`config.mk`:
```
export PLATFORM = sky130hd
export DESIGN_NAME = scrd_device_flat
export DESIGN_NICKNAME = d
export VERILOG_FILES = /design/src/hw/scrd_pkg.sv /design/src/hw/scrd_link_if.sv /design/src/hw/scrd_sync_edge.sv /design/src/hw/scrd_device.sv /design/src/flat_wrapper.sv
export SDC_FILE = /design/constraint.sdc
export NUM_CORES = 1
export LEC_CHECK = 0
export BUFFER_PORTS_ARGS = -buffer_cell sky130_fd_sc_hd__clkbuf_2
export CAP_MARGIN = 10
export CORE_UTILIZATION = 33
export DETAILED_ROUTE_END_ITERATION = 6
export PLACE_DENSITY = 0.58
export SYNTH_ARGS = -nofsm -noshare
export SYNTH_HDL_FRONTEND = slang
export SYNTH_SLANG_ARGS = --single-unit
export TNS_END_PERCENT = 10
```
`constraint.sdc`:
```
create_clock -name clk_sys -period 5.3 [get_ports clk_sys]
set_input_delay 1.06 -clock clk_sys [delete_from_list [all_inputs] [get_ports clk_sys]]
set_output_delay 1.06 -clock clk_sys [all_outputs]
set_load 0.005 [all_outputs]
```
`src/hw/scrd_pkg.sv`:
```
package scrd_pkg;
  // Command byte layout
  localparam int unsigned CMD_WIDTH        = 8;
  localparam int unsigned CMD_GATE_BIT     = 7;
  localparam int unsigned CMD_MODE_HI_BIT  = 5;
  localparam int unsigned CMD_MODE_LO_BIT  = 4;
  localparam int unsigned CMD_SEL_MSB      = 2;
  localparam int unsigned CMD_SEL_LSB      = 0;
  localparam logic [7:0]  CMD_STOP_CONT    = 8'h30;
  localparam logic [7:0]  CMD_RESET_VAL    = 8'h00;
  localparam logic [2:0]  CMD_OFFSET       = 3'h0;

  // Transfer modes
  localparam logic [1:0]  MODE_WRITE       = 2'h0;
  localparam logic [1:0]  MODE_READ        = 2'h1;
  localparam logic [1:0]  MODE_CONT_START  = 2'h2;
  localparam logic [1:0]  MODE_CONT_STOP   = 2'h3;

  // Target select codes
  localparam logic [2:0]  SEL_CMD_STATUS   = 3'h0;
  localparam logic [2:0]  SEL_DATA         = 3'h1;
  localparam logic [2:0]  SEL_MODE         = 3'h2;
  localparam logic [2:0]  SEL_FILTER       = 3'h3;
  localparam logic [2:0]  SEL_NONE         = 3'h4;
  localparam logic [2:0]  SEL_OFFSET       = 3'h5;
  localparam logic [2:0]  SEL_GAIN         = 3'h6;
  localparam logic [2:0]  SEL_TEST         = 3'h7;

  // Interface reset and timing
  localparam int unsigned RESET_ONES       = 32;
  localparam int unsigned HOST_CLK_DIV     = 6;
  localparam int unsigned MAX_XFER_BITS    = 24;

  typedef enum logic [3:0] {
    SCRD_IDLE = 4'b0001,
    SCRD_CMD  = 4'b0010,
    SCRD_XFER = 4'b0100,
    SCRD_CONT = 4'b1000
  } scrd_state_e;
endpackage : scrd_pkg

```
`src/hw/scrd_link_if.sv`:
```
`timescale 1ns/1ps
interface scrd_link_if;
  logic sclk;
  logic din;
  logic dout;
  modport host   (output sclk, output din, input dout);
  modport device (input sclk, input din, output dout);
endinterface : scrd_link_if

```
`src/hw/scrd_sync_edge.sv`:
```
`timescale 1ns/1ps
module scrd_sync_edge (
  input  wire logic clk_sys,
  input  wire logic rst_b,
  input  wire logic sclk_in,
  input  wire logic din_in,
  output logic      rise_q,
  output logic      fall_q,
  output logic      din_q
);
  logic [1:0] sclk_sync_q;
  logic [1:0] din_sync_q;
  logic       sclk_last_q;

  // ----------------------------------------
  // Two-stage synchronisers, edge finding
  // ----------------------------------------
  always_ff @(posedge clk_sys or negedge rst_b) begin
    if (!rst_b) begin
      sclk_sync_q <= 2'h0;
      din_sync_q  <= 2'h0;
      sclk_last_q <= 1'b0;
      rise_q      <= 1'b0;
      fall_q      <= 1'b0;
      din_q       <= 1'b0;
    end else begin
      sclk_sync_q <= {sclk_sync_q[0], sclk_in};
      din_sync_q  <= {din_sync_q[0], din_in};
      sclk_last_q <= sclk_sync_q[1];
      rise_q      <= sclk_sync_q[1] & ~sclk_last_q;
      fall_q      <= ~sclk_sync_q[1] & sclk_last_q;
      din_q       <= din_sync_q[1];
    end
  end
endmodule : scrd_sync_edge

```
`src/hw/scrd_device.sv`:
```
`timescale 1ns/1ps
//
// Overview of operation
// - Transactions start with the command byte.
// - Single transfer done, return to idle.
// - Reset leaves interface idle awaiting command.
// - 32 ones on data input reset.
// - Command shifted most significant bit first.
// - Stay on gate bit until zero.
// - Host sends zero in bits 6, 3.
// - Mode 00 means single write.
// - Mode 01 means single read.
// - Mode 10 starts continuous read.
// - Only 0x30, the 32-ones reset or rst_b ends continuous read.
// - Continuous read keeps sampling data input.
// - Host holds data low during continuous.
// - Bits 2..0 select target register.
// - Code 000: command write, status read.
// - Other codes map; 100 accesses nothing.
//
module scrd_device
  import scrd_pkg::*;
#(
  parameter int unsigned DATA_BITS = 24
) (
  scrd_link_if.device   link,
  output logic [2:0]    target_select_field_q,
  output logic          transfer_mode_high_q,
  output logic          transfer_mode_low_q,
  output logic [23:0]   wr_data_q,
  output logic          wr_strobe_q,
  output logic          rd_strobe_q,
  output logic          cont_active_q,
  output logic          iface_reset_q,
  input  wire logic [23:0] rd_data,
  input  wire logic [4:0]  rd_len,
  input  wire logic        clk_sys,
  input  wire logic        rst_b
);
  initial begin
    if (DATA_BITS != MAX_XFER_BITS) begin
      $error("DATA_BITS must be 24");
    end
  end

  logic        rise;
  logic        fall;
  logic        din_s;
  scrd_state_e state_q;
  logic [7:0]  shift_q;
  logic [4:0]  bit_cnt_q;
  logic [4:0]  xfer_len_q;
  logic [5:0]  ones_q;
  logic [23:0] out_q;
  logic        rd_phase_q;
  logic        dout_q;
  logic [7:0]  cmd_d;
  logic [4:0]  len_d;
  logic        ones_hit;

  scrd_sync_edge u_sync (
    .clk_sys (clk_sys),
    .rst_b   (rst_b),
    .sclk_in (link.sclk),
    .din_in  (link.din),
    .rise_q  (rise),
    .fall_q  (fall),
    .din_q   (din_s)
  );

  assign link.dout = dout_q;
  assign cmd_d     = {shift_q[6:0], din_s};
  assign ones_hit  = rise && din_s && (ones_q == 6'(RESET_ONES - 1));

  // ----------------------------------------
  // Transfer length decode
  // ----------------------------------------
  // Length per target; 100 moves no bits, status and command are a byte
  always_comb begin
    case (cmd_d[CMD_SEL_MSB:CMD_SEL_LSB])
      SEL_NONE:       len_d = 5'h0;
      SEL_CMD_STATUS: len_d = 5'h8;
      default:        len_d = rd_len;
    endcase
  end

  // ----------------------------------------
  // Run of ones detector
  // ----------------------------------------
  always_ff @(posedge clk_sys or negedge rst_b) begin
    if (!rst_b) begin
      ones_q        <= 6'h0;
      iface_reset_q <= 1'b0;
    end else begin
      iface_reset_q <= ones_hit;
      // Counted per serial edge, so the host's speed does not matter
      if (rise) begin
        if (!din_s || ones_hit) ones_q <= 6'h0;
        else ones_q <= ones_q + 6'h1;
      end
    end
  end

  // ----------------------------------------
  // Command and transfer sequencer
  // ----------------------------------------
  always_ff @(posedge clk_sys or negedge rst_b) begin
    if (!rst_b) begin
      state_q               <= SCRD_IDLE;
      shift_q               <= CMD_RESET_VAL;
      bit_cnt_q             <= 5'h0;
      xfer_len_q            <= 5'h0;
      target_select_field_q <= 3'h0;
      transfer_mode_high_q  <= 1'b0;
      transfer_mode_low_q   <= 1'b0;
      wr_data_q             <= 24'h0;
      wr_strobe_q           <= 1'b0;
      rd_strobe_q           <= 1'b0;
      cont_active_q         <= 1'b0;
      rd_phase_q            <= 1'b0;
      out_q                 <= 24'h0;
    end else begin
      wr_strobe_q <= 1'b0;
      rd_strobe_q <= 1'b0;
      if (ones_hit) begin
        state_q       <= SCRD_IDLE;
        cont_active_q <= 1'b0;
        rd_phase_q    <= 1'b0;
      end else if (rise) begin
        case (state_q)
          SCRD_IDLE: begin
            // Gate bit must be zero before anything counts
            if (!din_s) begin
              state_q   <= SCRD_CMD;
              bit_cnt_q <= 5'h0;
              shift_q   <= CMD_RESET_VAL;
            end
          end
          SCRD_CMD: begin
            shift_q   <= cmd_d;
            bit_cnt_q <= bit_cnt_q + 5'h1;
            if (bit_cnt_q == 5'h6) begin
              target_select_field_q <= cmd_d[CMD_SEL_MSB:CMD_SEL_LSB];
              transfer_mode_high_q  <= cmd_d[CMD_MODE_HI_BIT];
              transfer_mode_low_q   <= cmd_d[CMD_MODE_LO_BIT];
              bit_cnt_q             <= 5'h0;
              xfer_len_q            <= len_d;
              case (cmd_d[CMD_MODE_HI_BIT:CMD_MODE_LO_BIT])
                MODE_WRITE, MODE_READ: begin
                  state_q    <= (len_d == 5'h0) ? SCRD_IDLE : SCRD_XFER;
                  rd_phase_q <= cmd_d[CMD_MODE_LO_BIT];
                  rd_strobe_q <= cmd_d[CMD_MODE_LO_BIT] && len_d != 5'h0;
                  out_q      <= rd_data << (5'd24 - len_d);
                end
                MODE_CONT_START: begin
                  state_q       <= SCRD_CONT;
                  cont_active_q <= 1'b1;
                  rd_phase_q    <= 1'b1;
                  rd_strobe_q   <= 1'b1;
                  out_q         <= rd_data << (5'd24 - len_d);
                end
                default: state_q <= SCRD_IDLE; // Stop outside continuous
              endcase
            end
          end
          SCRD_XFER: begin
            // Write data lands msb first; only the low xfer_len bits count
            wr_data_q <= {wr_data_q[22:0], din_s};
            bit_cnt_q <= bit_cnt_q + 5'h1;
            if (bit_cnt_q == xfer_len_q - 5'h1) begin
              state_q     <= SCRD_IDLE;
              rd_phase_q  <= 1'b0;
              wr_strobe_q <= ~rd_phase_q;
            end
          end
          SCRD_CONT: begin
            // Data input watched every edge for the stop byte
            shift_q   <= cmd_d;
            bit_cnt_q <= (bit_cnt_q == xfer_len_q - 5'h1) ? 5'h0
                         : bit_cnt_q + 5'h1;
            if (bit_cnt_q == xfer_len_q - 5'h1) begin
              rd_strobe_q <= 1'b1;
              out_q       <= rd_data << (5'd24 - xfer_len_q);
            end
            if (cmd_d == CMD_STOP_CONT) begin
              state_q       <= SCRD_IDLE;
              cont_active_q <= 1'b0;
              rd_phase_q    <= 1'b0;
            end
          end
          default: state_q <= SCRD_IDLE;
        endcase
      end else if (fall && rd_phase_q && state_q != SCRD_CMD) begin
        // Launch on the far edge leaves the host a full high phase
        out_q <= {out_q[22:0], 1'b0};
      end
    end
  end

  // ----------------------------------------
  // Serial output, changes on falling edge
  // ----------------------------------------
  always_ff @(posedge clk_sys or negedge rst_b) begin
    if (!rst_b) dout_q <= 1'b0;
    else if (fall) dout_q <= rd_phase_q & out_q[23];
  end
endmodule : scrd_device

```
`src/flat_wrapper.sv`:
```
// flat-port wrapper written by rule: the top's interface ports become plain ports
module scrd_device_flat import scrd_pkg::*;
#(
  parameter int unsigned DATA_BITS = 24
)
  (target_select_field_q, transfer_mode_high_q, transfer_mode_low_q, wr_data_q, wr_strobe_q, rd_strobe_q, cont_active_q, iface_reset_q, rd_data, rd_len, clk_sys, rst_b, link_sclk, link_din, link_dout);
  scrd_link_if link_i ();
  output logic [2:0] target_select_field_q;
  output logic transfer_mode_high_q;
  output logic transfer_mode_low_q;
  output logic [23:0] wr_data_q;
  output logic wr_strobe_q;
  output logic rd_strobe_q;
  output logic cont_active_q;
  output logic iface_reset_q;
  input  wire logic [23:0] rd_data;
  input  wire logic [4:0] rd_len;
  input  wire logic clk_sys;
  input  wire logic rst_b;
  input wire logic [$bits(link_i.sclk)-1:0] link_sclk;
  input wire logic [$bits(link_i.din)-1:0] link_din;
  output wire logic [$bits(link_i.dout)-1:0] link_dout;
  assign link_i.sclk = link_sclk;
  assign link_i.din = link_din;
  assign link_dout = link_i.dout;
  scrd_device #(.DATA_BITS(DATA_BITS)) u_core (.link(link_i), .target_select_field_q(target_select_field_q), .transfer_mode_high_q(transfer_mode_high_q), .transfer_mode_low_q(transfer_mode_low_q), .wr_data_q(wr_data_q), .wr_strobe_q(wr_strobe_q), .rd_strobe_q(rd_strobe_q), .cont_active_q(cont_active_q), .iface_reset_q(iface_reset_q), .rd_data(rd_data), .rd_len(rd_len), .clk_sys(clk_sys), .rst_b(rst_b));
endmodule
```
---- Word level (Yosys, flattened, before mapping) ----
Index checks and enable logic that the tools add are counted.
word-level totals
  register bits after elaboration ......... 94
  output and inout port bits .............. 34
  logic and storage cells ................. 132
operators by class
  shifts and indexed selects .............. 2
  eq/ne operators ......................... 23
  mux-type cells .......................... 45
  add/sub/neg operators ................... 5
  reduce and logical (&&, ||, !) cells .... 28
  bitwise logic cells ..................... 7
operators with widths
  kind                                                             count
  24-bit 2-to-1 mux                                                5
  24-bit one-hot mux with 2 select lines                           1
  24-bit by 5-bit << shifter with 24-bit output                    2
  4-bit 2-to-1 mux                                                 6
  5-bit one-hot mux with 4 select lines                            1
  1-bit 2-to-1 mux                                                 17
  4-bit one-hot mux with 4 select lines                            1
  5-bit 2-to-1 mux                                                 3
  3-bit by 1-bit != test with 1-bit output, second input constant  5
  7-bit one-hot mux with 2 select lines                            1
  4-bit AND reduction                                              3
  6-bit AND reduction                                              2
  5-bit one-hot mux with 2 select lines                            1
  5-bit AND reduction                                              2
  5-bit subtractor, first input constant                           2
  3-bit by 2-bit != test with 1-bit output, second input constant  3
  8-bit by 6-bit == test with 1-bit output, second input constant  1
  1-bit one-hot mux with 2 select lines                            4
  4-bit one-hot mux with 2 select lines                            1
  4-bit nonzero test                                               2
  7-bit 2-to-1 mux                                                 1
  6-bit by 1-bit adder with 6-bit output, second input constant    1
  6-bit by 5-bit == test with 1-bit output, second input constant  1
  6-bit 2-to-1 mux                                                 1
  other kinds (31)                                                 43

---- Depth between registers and ports, before layout ----
  depth in word-level cells ............... 9
  depth in mapped cells ................... 14
  mapped depth without buffers ............ 9

---- By module ----
A second synthesis with hierarchy kept.
unflattened totals
  cells, all modules ...................... 504
  area total of the unflattened synthesis .. 5495.3 µm²
by module, submodules not included
  module          times used  cells each  area an instance (µm²)
  scrd_device     1           494         5280.1
  scrd_sync_edge  1           10          215.2

---- Worst setup path after synthesis ----
OpenSTA, ideal clock, no wires.
  path type ............................... input to register
  start point ............................. input port rd_len[0]
  end point ............................... register u_core.out_q[22]
  slack ................................... 1.412 ns
  buffers on the path ..................... 3
  stages on the path ...................... 11
  required time ........................... 5.174 ns
  data arrival time ....................... 3.762 ns
  cell sequence ........................... o21ai_0 -> mux2i_4 -> buf_8 -> inv_4 -> ha_1 -> clkbuf_1 -> clkbuf_1 -> mux4_2 -> mux4_2 -> a221oi_1 -> nor2_1
on the way
  cells in the longest elaborated chain, start to end .. 7
RTL lines
  what                                           RTL line                                RTL
  from (decl)                                    flat_wrapper.sv:17                      input wire logic [4:0] rd_len;
  5-bit one-hot mux with 2 select lines          scrd_device.sv:80                       case (cmd_d[CMD_SEL_MSB:CMD_SEL_LSB])
  5-bit subtractor                               scrd_device.sv:153, scrd_device.sv:160
  24-bit by 5-bit << shifter with 24-bit output  scrd_device.sv:153, scrd_device.sv:160
  24-bit 2-to-1 mux                              -
  24-bit 2-to-1 mux                              scrd_device.sv:142                      if (bit_cnt_q == 5'h6) begin
  24-bit one-hot mux with 2 select lines         scrd_device.sv:130                      case (state_q)
  24-bit 2-to-1 mux                              scrd_device.sv:129                      end else if (rise) begin
  to (signal assigned)                           scrd_device.sv:153                      out_q <= rd_data << (5'd24 - len_d);
  to (signal assigned)                           scrd_device.sv:160                      out_q <= rd_data << (5'd24 - len_d);
  to (signal assigned)                           scrd_device.sv:183                      out_q <= rd_data << (5'd24 - xfer_len_q);
  to (decl)                                      scrd_device.sv:54                       logic [23:0] out_q;
Every way passes these cells. The select of a mux whose other input is x is not followed.
A chain may end at the register's enable or synchronous reset.

---- Worst setup path after layout ----
  start point ............................. register u_core.state_q[2]
  end point ............................... register u_core.out_q[23]
on the way
  cells in the longest elaborated chain, start to end .. 4
RTL lines
  what                                      RTL line            RTL
  from (decl)                               scrd_device.sv:49   scrd_state_e state_q;
  from (signal assigned)                    scrd_device.sv:150  state_q <= (len_d == 5'h0) ? SCRD_IDLE : SCRD_XFER;
  4-bit by 2-bit != test with 1-bit output  scrd_device.sv:193  end else if (fall && rd_phase_q && state_q != SCRD_CMD) begin
  1-bit logical AND                         scrd_device.sv:193
  2-bit nonzero test (no line)              -
  6-bit AND reduction (no line)             -
  to (signal assigned)                      scrd_device.sv:160
  to (signal assigned)                      scrd_device.sv:183
  to (signal assigned)                      scrd_device.sv:195  out_q <= {out_q[22:0], 1'b0};
Several ways; a longest one is shown, not always the timed one.

==> impl_metrics.yaml <==
run_status:
  outcome: "completed"
finish:
  drive_gt1_share_pct: 26.8
  nNetsFinal: 616
  fin_cells: 803
  area_growth_pct: 14.0
  antenna_cells: 0
  final_util_pct: 38.3
clock_network:
  clock_latency_ns: 0.34
  cts-root-buf: "clkbuf_16"
  cts_resized: 0
  cts_tree: "built"
  cts_hold_buf: 0
  cts_setup_buffers: 0
  cts_max_level: 3
  cts_made_buffers: 9
  clk_pin_slew_ns: 0.06
  clock_sinks: 94
  cts_buffer_depth: 2
global_route:
  grt_usage_pct: 15.1
  antenna_found_initial: 0
  grt_pass1_wl_um: 21200
  grt_max_degree: 55
  grt_remaining_overflow: 0
  grt_pass1_vias: 4224
synth:
  synth_area_leaders: "dfrtp_1 42%, mux4_2 9.3%, mux2_2 7.5%"
  synth_area_um2: 5560
  syn_area_per_cell_um2: 10.5
  synth_cell_types: 64
  syn_inst: 529
  yosys.area.top_type: "dfrtp_1"
  synth_common_cells: "93 x dfrtp_1, 60 x nand2_1, 37 x mux2_2"
  async_flop_share_pct: 100
  yosysSeqAreaShare_pct: 42.4
  synth_top_area_share_pct: 41.9
  ys_seq_elements: 94
  yosys_warnings: 0
  synth_most_common_cell: "dfrtp_1"
  synth_nets: 567
  synth_edf_count: 0
  ys_dominant_reg_cell: "dfrtp_1"
setup_path:
  cp-end-kind: "register"
  path_class: "reg -> reg"
  crit_fanout: 27
  required_ns: 5.53
  cp_data_arrival_time_ns: 4.06
  r2r_slack_ns: 1.47
  cp-start-kind: "register"
route:
  num_vias: 4363
  drc: 0
  first_pass_iters: 5
  viasPerCell: 5.43
  wl_per_cell_um: 15.5
  final_antenna_net_count: 0
  drtIter0Drc: 248
  drt-total-wl_um: 12400
power_and_ir_drop:
  power_leakage_uw: 0.00276
  powerDensity_nw_per_um2: 371
  vdd_drop_max_v: 0.000168
floorplanning:
  chipWidth_um: 132
  core-area_um2: 16500
  die_h_um: 132
  die_area_um2: 17400
  initial_core_util_pct: 33.6
  ioPinCount: 67
  row_count: 47
timing:
  finalHoldViolCount: 0
  finalSetupTns_ns: 0
  relSlewSlack_pct: 26.0
  worstMarginPinSlew_ns: 1.11
  drv_slew: 0
  fin_crit_ns: 3.83
  max_clock_freq_mhz: 261
  fin_crit_sh_pct: 72.3
  rsz0062_at_grt: "false"
  finalClockSkew_ns: 0.00717
  setup_violations: 0
place:
  port_buffers: 66
  dp_cells: 787
  gp_congestion: 0.939
  dp_hpwl_um: 9340
job:
  drv_cap: 0
hold_path:
  hold_class: "reg -> reg"
[path summary, 6_finish.rpt]
check                      depth (start not counted)                        start                  end
max in group asynchronous                          2                        rst_b     u_core.link.dout
min in group asynchronous                          1                        rst_b  u_core.wr_data_q[8]
hold reg to reg                                    0  u_core.u_sync.din_sync_q[1]  u_core.u_sync.din_q
setup reg to reg                                   9            u_core.state_q[2]     u_core.out_q[23]
setup / recovery                                   9            u_core.state_q[2]     u_core.out_q[23]
hold / removal                                     0  u_core.u_sync.din_sync_q[1]  u_core.u_sync.din_q
[flip-flops by register name (all words and copies together), names as in the netlist, 2 cells and up]
signal                        flops
u_core.out_q                     24
u_core.shift_q                    7
u_core.xfer_len_q                 5
u_core.ones_q                     6
u_core.state_q                    4
u_core.u_sync.sclk_sync_q         2
u_core.target_select_field_q      3
u_core.bit_cnt_q                  5
u_core.wr_data_q                 24
u_core.u_sync.din_sync_q          2
[layout by cell type (no fill, tap or decap), drive strengths merged, types with 3 or more instances in the layout]
cell and n:
and3 6, nand3 12, mux2i 15, nand2 60, inv 14, clkbuf 78, a211oi 4, buf 7
a22o 8, a22oi 8, a32oi 7, or3 7, o21a 6, a221oi 3, ha 5, mux2 37
o22ai 5, a31oi 8, nor3 13, dfrtp 93, o21ai 41, a21oi 25, mux4 24, and2 5
nand4 3, nand2b 6, o211ai 4, xnor2 9, nor2 31, xor2 6
[critical path, stage by stage, from the launching register on]
cell      delay [ns]
dfrtp_1         0.49
or4b_1          0.86
mux2i_4         0.30
inv_4           0.06
ha_1            0.27
buf_4           0.30
mux4_1          0.59
mux4_2          0.50
a221oi_2        0.29
nor2_1          0.06
[metrics by stage]
stage	setup slack, ns	instance area [µm²]	power [µW]	hold WS, ns
finish	1.47	6330	2350	0.350
CTS	1.46	6330	2370	0.352
global route	1.25	6330	2510	0.357
global placement	1.55	6040	1720	0.337
floorplan	1.41	5560	1540	0.331
detailed placement	1.47	6040	1740	0.337
[per-layer routing]
metal | wire [µm] | vias up | global-route usage (%)
li1 | - | 2071 | -
met1 | 5920 | 2140 | 21.1
met2 | 5730 | 137 | 23.3
met3 | 641 | 15 | 3.15
met4 | 142 | 0 | 4.84
met5 | 0 | - | 0
[area by class of cell]
| type | count | area, µm² |
|---|---|---|
| clock buffers | 13 | 260 |
| clock inverters | 3 | 26.3 |
| fillers | 1615 | 10200 |
| inverters | 12 | 47.5 |
| multi-input cells | 389 | 2990 |
| flip-flops and latches | 94 | 2350 |
| well taps | 220 | 275 |
| repair buffers | 72 | 378 |
[power by group]
group / switching (µW) / leakage, µW / internal [µW]
Combinational: 487 / 0.00141 / 364
Sequential: 84.2 / 0.00121 / 796
Clock: 271 / 0.000141 / 348
Total: 843 / 0.00276 / 1510
[kinds of logic after synthesis]
logic type                 Yosys count  share of synthesized area, %
muxes                               76                          20.5
buffers and inverters               46                          3.81
adders and majority gates            5                          1.13
AOI/OAI and AO/OA                  131                          15.2
and+or+nand+nor                    162                          14.2
DFF                                 94                          42.4
xor gates and xnor gates            15                          2.84
No activity file was read; power rests on OpenSTA's default activity.
